### src/hw/rtcyac_cfg.svh
/*
  Constants of the year counter and alarm compare block: register byte offsets,
  field widths and masks, counting limits and interrupt bit positions.
  Assumes it is included by its bare name after the package.
*/
`ifndef RTCYAC_CFG_SVH
`define RTCYAC_CFG_SVH

// Register byte offsets on the APB port
`define RTCYAC_OFF_YEAR 8'h20
`define RTCYAC_OFF_AMIN 8'h24
`define RTCYAC_OFF_AHOUR 8'h28
`define RTCYAC_OFF_ADAY 8'h2C
`define RTCYAC_OFF_AMON 8'h30
`define RTCYAC_OFF_AYEAR 8'h34
`define RTCYAC_OFF_STATUS 8'h38
`define RTCYAC_OFF_MASK 8'h3C

// Store entry indices, offset minus year offset, over four
`define RTCYAC_IDX_YEAR 3'h0
`define RTCYAC_IDX_AMIN 3'h1
`define RTCYAC_IDX_AHOUR 3'h2
`define RTCYAC_IDX_ADAY 3'h3
`define RTCYAC_IDX_AMON 3'h4
`define RTCYAC_IDX_AYEAR 3'h5
`define RTCYAC_ENTRIES 6

// Writable field of each entry, reserved bits above read as zero
`define RTCYAC_MASK_YEAR 8'h7F
`define RTCYAC_MASK_AMIN 8'h3F
`define RTCYAC_MASK_AHOUR 8'h1F
`define RTCYAC_MASK_ADAY 8'h1F
`define RTCYAC_MASK_AMON 8'h0F
`define RTCYAC_MASK_AYEAR 8'h7F

// Year counting range
`define RTCYAC_YEAR_FIRST 7'h01
`define RTCYAC_YEAR_LAST 7'h63

// Interrupt status and mask layout
`define RTCYAC_EV_ALARM 0
`define RTCYAC_EV_WRAP 1
`define RTCYAC_EV_BITS 2
`define RTCYAC_STATUS_RESET 2'h0
`define RTCYAC_MASK_RESET 2'h0

`endif

### src/hw/rtcyac_pkg.sv
/*
  Types of the year counter and alarm compare block.
  Assumes nothing of its surroundings.
*/
package rtcyac_pkg;

  // Current time of the lower counters, outside this block
  typedef struct packed {
    logic [5:0] minute;
    logic [4:0] hour;
    logic [4:0] day;
    logic [3:0] month;
  } rtcyac_time_type;

  // One APB request as seen by the slave
  typedef struct packed {
    logic psel;
    logic penable;
    logic pwrite;
    logic [7:0] paddr;
    logic [31:0] pwdata;
  } rtcyac_apb_type;

  // APB answer phase
  typedef enum logic [0:0] {
    RTCYAC_IDLE,
    RTCYAC_ANSWER
  } rtcyac_phase_type;

endpackage : rtcyac_pkg

### src/hw/rtcyac_store.sv
/*
  Six-entry register store for the year counter and alarm compare values.
  Entries carry no reset, so their contents are unknown until written.
  Assumes one write port driven by the owner and a registered read port.
*/
`timescale 1ns/1ps
`default_nettype none
`include "rtcyac_cfg.svh"

module rtcyac_store (
  input wire logic pclk,
  input wire logic presetn,
  input wire logic clk_en,
  input wire logic wr_en,
  input wire logic [2:0] wr_idx,
  input wire logic [7:0] wr_data,
  input wire logic [2:0] rd_idx,
  output logic [7:0] rd_data,
  output logic [`RTCYAC_ENTRIES-1:0][7:0] entries
);

  localparam logic [7:0] FIELD_MASK [`RTCYAC_ENTRIES] = '{
    `RTCYAC_MASK_YEAR, `RTCYAC_MASK_AMIN, `RTCYAC_MASK_AHOUR,
    `RTCYAC_MASK_ADAY, `RTCYAC_MASK_AMON, `RTCYAC_MASK_AYEAR
  };

  // One entry per word, written value kept as is within its field
  for (genvar i = 0; i < `RTCYAC_ENTRIES; i++) begin : g_entry
    logic [7:0] next_word;
    always_comb begin
      next_word = entries[i];
      if (clk_en && wr_en && (wr_idx == 3'(i))) begin
        next_word = wr_data & FIELD_MASK[i];
      end
    end
    always_ff @(posedge pclk) begin
      entries[i] <= next_word;
    end
  end

  // Registered read port
  logic [7:0] next_rd_data;
  always_comb begin
    next_rd_data = rd_data;
    if (clk_en) begin
      next_rd_data = (rd_idx < 3'(`RTCYAC_ENTRIES)) ? entries[rd_idx] : 8'h00;
    end
  end
  always_ff @(posedge pclk or negedge presetn) begin
    if (!presetn) begin
      rd_data <= 8'h00;
    end else begin
      rd_data <= next_rd_data;
    end
  end

endmodule : rtcyac_store
`default_nettype wire

### src/hw/rtcyac_top.sv
/*
  Year counter and alarm compare block with APB register port and alarm
  interrupt. Assumes the lower time counters feed cur_time and a one-cycle
  month_carry pulse, all synchronous to pclk, and an APB master on pclk.
*/
`timescale 1ns/1ps
`default_nettype none
`include "rtcyac_cfg.svh"

// Function
// - Year counter holds seven-bit year, nominally 01 to 99, any write kept
// - Alarm minute holds six bits, values above 59 kept as written
// - Alarm hour holds five bits, values above 23 kept as written
// - Alarm day holds five bits, zero kept as written, bits above the field dropped
// - Alarm month holds four bits, zero or values above 12 kept
// - Alarm year holds seven bits, zero or values above 99 kept
// - Year and alarm registers are not cleared by system reset
// - Alarm flag reads one while pending; writing one clears, zero no effect
module rtcyac_top
  import rtcyac_pkg::*;
(
  input wire logic pclk,
  input wire logic presetn,
  input wire logic clk_en,
  input wire logic psel,
  input wire logic penable,
  input wire logic pwrite,
  input wire logic [7:0] paddr,
  input wire logic [31:0] pwdata,
  output logic [31:0] prdata,
  output logic pready,
  output logic pslverr,
  input wire rtcyac_time_type cur_time,
  input wire logic month_carry,
  output logic [6:0] year_value,
  output logic alarm_pending_flag,
  output logic irq
);

  rtcyac_apb_type req;
  rtcyac_phase_type phase;
  rtcyac_phase_type next_phase;
  logic next_pready;
  logic next_pslverr;
  logic [31:0] next_prdata;
  logic [`RTCYAC_EV_BITS-1:0] status;
  logic [`RTCYAC_EV_BITS-1:0] next_status;
  logic [`RTCYAC_EV_BITS-1:0] mask;
  logic [`RTCYAC_EV_BITS-1:0] next_mask;
  logic [`RTCYAC_EV_BITS-1:0] events;
  logic next_irq;
  logic match_q;
  logic next_match_q;
  logic match_now;
  logic [6:0] next_year_value;
  logic next_alarm_flag;
  logic commit;
  logic commit_wr;
  logic hit_store;
  logic hit_status;
  logic hit_mask;
  logic [2:0] idx;
  logic [6:0] year_cur;
  logic [6:0] year_inc;
  logic st_wr_en;
  logic [2:0] st_wr_idx;
  logic [7:0] st_wr_data;
  logic [7:0] st_rd_data;
  logic [`RTCYAC_ENTRIES-1:0][7:0] entries;

  assign req = '{psel: psel, penable: penable, pwrite: pwrite, paddr: paddr, pwdata: pwdata};

  // Address decode of the register map
  always_comb begin
    idx = 3'(({1'b0, req.paddr} - {1'b0, `RTCYAC_OFF_YEAR}) >> 2);
    hit_store = (req.paddr[1:0] == 2'h0) && (req.paddr >= `RTCYAC_OFF_YEAR)
                && (req.paddr <= `RTCYAC_OFF_AYEAR);
    hit_status = (req.paddr == `RTCYAC_OFF_STATUS);
    hit_mask = (req.paddr == `RTCYAC_OFF_MASK);
    commit = req.psel && req.penable && (phase == RTCYAC_ANSWER);
    commit_wr = commit && req.pwrite;
  end

  // Year stepping from the month carry, 99 wraps back to 01
  always_comb begin
    year_cur = entries[`RTCYAC_IDX_YEAR][6:0];
    year_inc = (year_cur == `RTCYAC_YEAR_LAST) ? `RTCYAC_YEAR_FIRST : year_cur + 7'h01;
  end

  // Store write port, a software write wins over a carry in the same cycle
  always_comb begin
    st_wr_en = 1'b0;
    st_wr_idx = `RTCYAC_IDX_YEAR;
    st_wr_data = 8'h00;
    if (commit_wr && hit_store) begin
      st_wr_en = 1'b1;
      st_wr_idx = idx;
      st_wr_data = req.pwdata[7:0];
    end else if (month_carry) begin
      st_wr_en = 1'b1;
      st_wr_data = {1'b0, year_inc};
    end
  end

  // Storage with no reset on its entries
  rtcyac_store u_store (
    .pclk(pclk),
    .presetn(presetn),
    .clk_en(clk_en),
    .wr_en(st_wr_en),
    .wr_idx(st_wr_idx),
    .wr_data(st_wr_data),
    .rd_idx(idx),
    .rd_data(st_rd_data),
    .entries(entries)
  );

  // Alarm compare of all five fields
  always_comb begin
    match_now = (cur_time.minute == entries[`RTCYAC_IDX_AMIN][5:0])
                && (cur_time.hour == entries[`RTCYAC_IDX_AHOUR][4:0])
                && (cur_time.day == entries[`RTCYAC_IDX_ADAY][4:0])
                && (cur_time.month == entries[`RTCYAC_IDX_AMON][3:0])
                && (year_cur == entries[`RTCYAC_IDX_AYEAR][6:0]);
    events = '0;
    events[`RTCYAC_EV_ALARM] = match_now && !match_q;
    events[`RTCYAC_EV_WRAP] = month_carry && (year_cur == `RTCYAC_YEAR_LAST)
                              && !(commit_wr && hit_store);
    next_match_q = clk_en ? match_now : match_q;
  end

  // Status, mask and interrupt, a new event beats a clear
  always_comb begin
    next_status = status;
    next_mask = mask;
    if (clk_en) begin
      if (commit_wr && hit_status) begin
        next_status = status & ~req.pwdata[`RTCYAC_EV_BITS-1:0];
      end
      if (commit_wr && hit_mask) begin
        next_mask = req.pwdata[`RTCYAC_EV_BITS-1:0];
      end
      next_status = next_status | events;
    end
    next_irq = |(next_status & next_mask);
    next_alarm_flag = next_status[`RTCYAC_EV_ALARM];
    next_year_value = (clk_en && st_wr_en && (st_wr_idx == `RTCYAC_IDX_YEAR))
                      ? st_wr_data[6:0] : year_cur;
  end

  // APB answer: one wait cycle, then pready with data
  always_comb begin
    next_phase = phase;
    next_pready = pready;
    next_prdata = prdata;
    next_pslverr = pslverr;
    if (clk_en) begin
      unique case (phase)
        RTCYAC_IDLE: begin
          if (req.psel && req.penable) begin
            next_phase = RTCYAC_ANSWER;
            next_pready = 1'b1;
            next_pslverr = !(hit_store || hit_status || hit_mask);
            next_prdata = 32'h0000_0000;
            if (!req.pwrite && hit_store) begin
              next_prdata = {24'h00_0000, st_rd_data};
            end else if (!req.pwrite && hit_status) begin
              next_prdata = {30'h0000_0000, status};
            end else if (!req.pwrite && hit_mask) begin
              next_prdata = {30'h0000_0000, mask};
            end
          end
        end
        RTCYAC_ANSWER: begin
          next_phase = RTCYAC_IDLE;
          next_pready = 1'b0;
          next_pslverr = 1'b0;
        end
      endcase
    end
  end

  // Control registers
  always_ff @(posedge pclk or negedge presetn) begin
    if (!presetn) begin
      phase <= RTCYAC_IDLE;
      pready <= 1'b0;
      pslverr <= 1'b0;
      prdata <= 32'h0000_0000;
      status <= `RTCYAC_STATUS_RESET;
      mask <= `RTCYAC_MASK_RESET;
      irq <= 1'b0;
      match_q <= 1'b0;
      alarm_pending_flag <= 1'b0;
    end else begin
      phase <= next_phase;
      pready <= next_pready;
      pslverr <= next_pslverr;
      prdata <= next_prdata;
      status <= next_status;
      mask <= next_mask;
      irq <= next_irq;
      match_q <= next_match_q;
      alarm_pending_flag <= next_alarm_flag;
    end
  end

  // Year output mirror, unreset like the counter itself
  always_ff @(posedge pclk) begin
    year_value <= next_year_value;
  end
endmodule : rtcyac_top
`default_nettype wire

### config.mk
export PLATFORM = sky130hd
export DESIGN_NAME = rtcyac_top
export DESIGN_NICKNAME = d
export VERILOG_FILES = /design/src/hw/rtcyac_pkg.sv /design/src/hw/rtcyac_store.sv /design/src/hw/rtcyac_top.sv
export VERILOG_INCLUDE_DIRS = /design/src /design/src/hw
export SDC_FILE = /design/constraint.sdc
export NUM_CORES = 1
export LEC_CHECK = 0
export ABC_AREA = 0
export BUFFER_PORTS_ARGS = -buffer_cell sky130_fd_sc_hd__buf_2
export CORE_ASPECT_RATIO = 0.7
export CORE_MARGIN = 2
export CORE_UTILIZATION = 50
export DETAILED_ROUTE_END_ITERATION = 8
export GPL_ROUTABILITY_DRIVEN = 0
export PLACE_DENSITY = 0.79
export SETUP_SLACK_MARGIN = 0.2
export SLEW_MARGIN = 20
export SYNTH_ARGS = -nofsm -noshare
export SYNTH_HDL_FRONTEND = slang
export SYNTH_SLANG_ARGS = --single-unit
### constraint.sdc
create_clock -name pclk -period 3.6 [get_ports pclk]
set_clock_uncertainty 0.1 [all_clocks]
set_input_delay 0 -clock pclk [delete_from_list [all_inputs] [get_ports pclk]]
set_output_delay 0 -clock pclk [all_outputs]
set_load 0.01 [all_outputs]
==> results.md <==
* Status: finished, final reports clean
* # hold bufs at CTS at 15
* Sum Neg Setup Slack at 0 ps
* Sequential cell area at 1762 um2
* Reported max-cap violation count at 0
* Total global routing overflow at 0
* Period utilization at 0.7703
* Worst endpoint required time at 3790 ps
* Maximum frequency from static timing analysis at about 360 MHz
* Port Buffer Count at 60
* Area of the mapped netlist at between 3000 and 4000 um2
* Count of mapped cells out of synthesis at slightly above 300
* Async SR Flop Fraction at 0.3692
* Met2 wire length at 3600 um
* CTS HTree Levels at 3
* Unrepaired setup endpoints after global routing: false
* Placed Instance Area at 3717 um2
* Post-synth top cells: sky130_fd_sc_hd__edfxtp_1, sky130_fd_sc_hd__xnor2_1, sky130_fd_sc_hd__buf_4, sky130_fd_sc_hd__dfrtp_1
* Routed length on met1 at 3493 um
* Peak VDD IR at 0.2179 mV
* Number of enable flip-flop cells after synthesis at 34
* Number of global-route vias before repair at between 2,000 and 3,000
* Static power due to leakage at about 1.7 nW
* Fraction of final layout cells with drive strength greater than 1 at 0.2358
* Reg2Reg Capture Point: year_value[0]$_DFF_P_
* Post-route design area at 4070 um2
* Most used DFF post-synth: sky130_fd_sc_hd__edfxtp_1
* CP startpoint kind: register
* Internal power consumption at 1.210 mW
* Remaining antenna violation count after routing at 0
* Worst Setup Slack, final at 826.8 ps
* End of the critical path: year_value[0]$_DFF_P_
* Number of nets in the layout at between 400 and 500
* Maximum fanout along the worst path at 7
* Max_slew headroom at 0.3051
* Total I/O pin count at 110
* Pre-CTS WS at 919.3 ps
* CTS Sinks at 65
* Die Outline Area at about 7600 um2
* Core area at 6725 um2
* Total setup violations reported at the end of the flow at 0
* Layout overhead on the synthesized area at 18.08%
* Latest clock arrival within the worst-skew pair at ~350 ps
* Resize count post-CTS at 0
* Top Layer Used: met4
* Worst hold slack across all endpoints at approximately 23 ps
* Biggest area contributors in the synthesized netlist: sky130_fd_sc_hd__edfxtp_1, sky130_fd_sc_hd__dfrtp_1, sky130_fd_sc_hd__xnor2_1
* Pin count of the biggest net entering global routing at 26
* Clock-pin transition on the worst setup and hold timing paths at about 80 ps
* R2r setup slk at ~830 ps
* Worst hold path class: in -> reg
* Cell count of the worst reg-to-reg path at 6
* Global-route wire length before repair at about 12,000 um
* Crit path from: u_store.entries[0]$_DFFE_PN_
* Data arrival time of the critical path at 2960 ps
* Portion of the post-synthesis area used by sequential elements at 0.5111
* Vias after detailed routing at about 2,700
* Average wire per standard cell at 16.59 um
* Relative contribution of the clock network to total power at 0.381
* Cell area power density at around 400 nW/um2
* Worst-Margin Slew at just over 1000 ps
* Worst flop-to-flop path startpoint: u_store.entries[0]$_DFFE_PN_
* Cts bufs inserted at 9
* Post-DP HPWL at ~5800 um
* Die height at about 73 um
* Clock tree root driver cell: sky130_fd_sc_hd__clkbuf_8
* Met3 routed WL at approximately 660 um
* Count of filler cells inserted in the layout at 568
* Number of iterations in the first detailed-routing pass at 5
* Multi-input gate area in the final layout at ~1500 um2
* Area share of the leading cell type in the synthesized netlist at 0.2962
* Core Util, Final at 0.6052
* Critical path capture point type: register
* Mean instance size in the synthesized netlist at 11.08 um2
* Final hold violation count at 0
* Inserted Diodes at 0
* Synth warnings at 0
* Effective utilization at floorplan at 0.5126
* Most numerous cell in the Yosys netlist: sky130_fd_sc_hd__edfxtp_1
* Combinational group share of total power at 0.115
* Number of post-CTS setup repair buffers at 0
* Library cells used by synthesis at between 40 and 50
* Clock tree from TritonCTS: built
* DRC Markers at 0
* Flop and latch count out of synthesis at between 60 and 70
* Number of buffers on the longest clock path at 2
* Dominant cell type by area after synthesis: sky130_fd_sc_hd__edfxtp_1
* Number of DRC violations after detailed-routing iteration 0 at 257
* Total routing usage reported by global routing at 0.2250
* Final slew viol count at 0
* Via-to-Cell Ratio at 5.544
* Wire length after detailed routing at around 8000 um
* Time the worst path needs with I/O delays and setup at 2773 ps
* Register share of total power at 0.504
* Kind of critical path: reg -> reg
* NetSw at between 0.4 and 0.5 mW
* Number of rows created at floorplan at 25
* Switching power as a share of total power at 0.2603
* Horizontal die dimension at slightly above 100 um
* Antenna violations before repair at 0
worst min-delay path by stage:
stage                                           endpoint     from  depth (start not counted)  slack (ps)
after floorplan                            irq$_DFF_PN0_  presetn                          0        -400
after global placement    u_store.rd_data[0]$_DFFE_PN0P_  presetn                          1        -100
after detailed placement                   irq$_DFF_PN0_  presetn                          1        -100
after CTS                             pready$_DFFE_PN0P_     psel                          4          10
after global routing                  pready$_DFFE_PN0P_     psel                          4          30
final                                 pready$_DFFE_PN0P_     psel                          4          20
layer usage:
layer / GRT usage / vias up
li1: - / 1239
met1: 0.2966 / 1261
met2: 0.3499 / 138
met3: 0.06470 / 23
met4: 0.09649 / 0
met5: 0 / -
stage by stage:
step           power (mW)  instances
6_report            1.636        480
5_1_grt             1.708        480
4_1_cts             1.647        480
3_5_place_dp        1.014        449
3_3_place_gp        1.007        449
2_1_floorplan      0.9638        334
cell type report:
| type | instances | share of cell area |
|---|---|---|
| clock inverter | 7 | 0.01937 |
| tap | 94 | 0.02890 |
| multi-input combinational | 216 | 0.3631 |
| sequential | 65 | 0.4328 |
| inverter | 12 | 0.01107 |
| clock buffer | 9 | 0.03043 |
| timing repair buffer | 77 | 0.1144 |
worst max-delay path: stages, from the launching register on:
cell	delay [ps]
sky130_fd_sc_hd__edfxtp_1	550
sky130_fd_sc_hd__ha_1	290
sky130_fd_sc_hd__nor2b_1	190
sky130_fd_sc_hd__nand4_1	220
sky130_fd_sc_hd__a21bo_2	270
sky130_fd_sc_hd__o21ai_0	790
sky130_fd_sc_hd__mux2_2	300
sequential cells by signal, indices dropped and copies added, names as in the netlist:
| register | count |
|---|---|
| irq | 1 |
| mask | 2 |
| match_q | 1 |
| phase | 1 |
| prdata | 8 |
| pready | 1 |
| pslverr | 1 |
| status | 2 |
| u_store.entries | 34 |
| u_store.rd_data | 7 |
| year_value | 7 |
cell usage in the layout (no fill, tap or decap), types with 9 or more instances in the layout:
cell type	count
sky130_fd_sc_hd__nand3_1	11
sky130_fd_sc_hd__nor2_1	16
sky130_fd_sc_hd__edfxtp_1	34
sky130_fd_sc_hd__dlygate4sd3_1	15
sky130_fd_sc_hd__xnor2_1	30
sky130_fd_sc_hd__dfrtp_1	24
sky130_fd_sc_hd__clkbuf_8	9
sky130_fd_sc_hd__nand2_1	16
sky130_fd_sc_hd__conb_1	24
sky130_fd_sc_hd__a22o_1	11
sky130_fd_sc_hd__inv_1	11
sky130_fd_sc_hd__nand4_1	9
sky130_fd_sc_hd__a21oi_1	15
sky130_fd_sc_hd__buf_2	60
cell families after synthesis:
logic type | share of synthesized area
fa+ha+maj | 0.003629
xor+xnor | 0.08131
other cells | 0.001088
simple gates | 0.1408
buf+inv | 0.08530
compound gates | 0.1107
mux | 0.06606
flops | 0.5111
power by group through the flow:
stage	Clock [mW]	Combinational (mW)	Sequential, mW
finish	0.624	0.187	0.825
global route	0.673	0.207	0.828
CTS	0.636	0.186	0.825
detailed placement	0	0.173	0.841
global placement	0	0.168	0.839
floorplan	0	0.125	0.838
(Power assumes the default switching activity.)
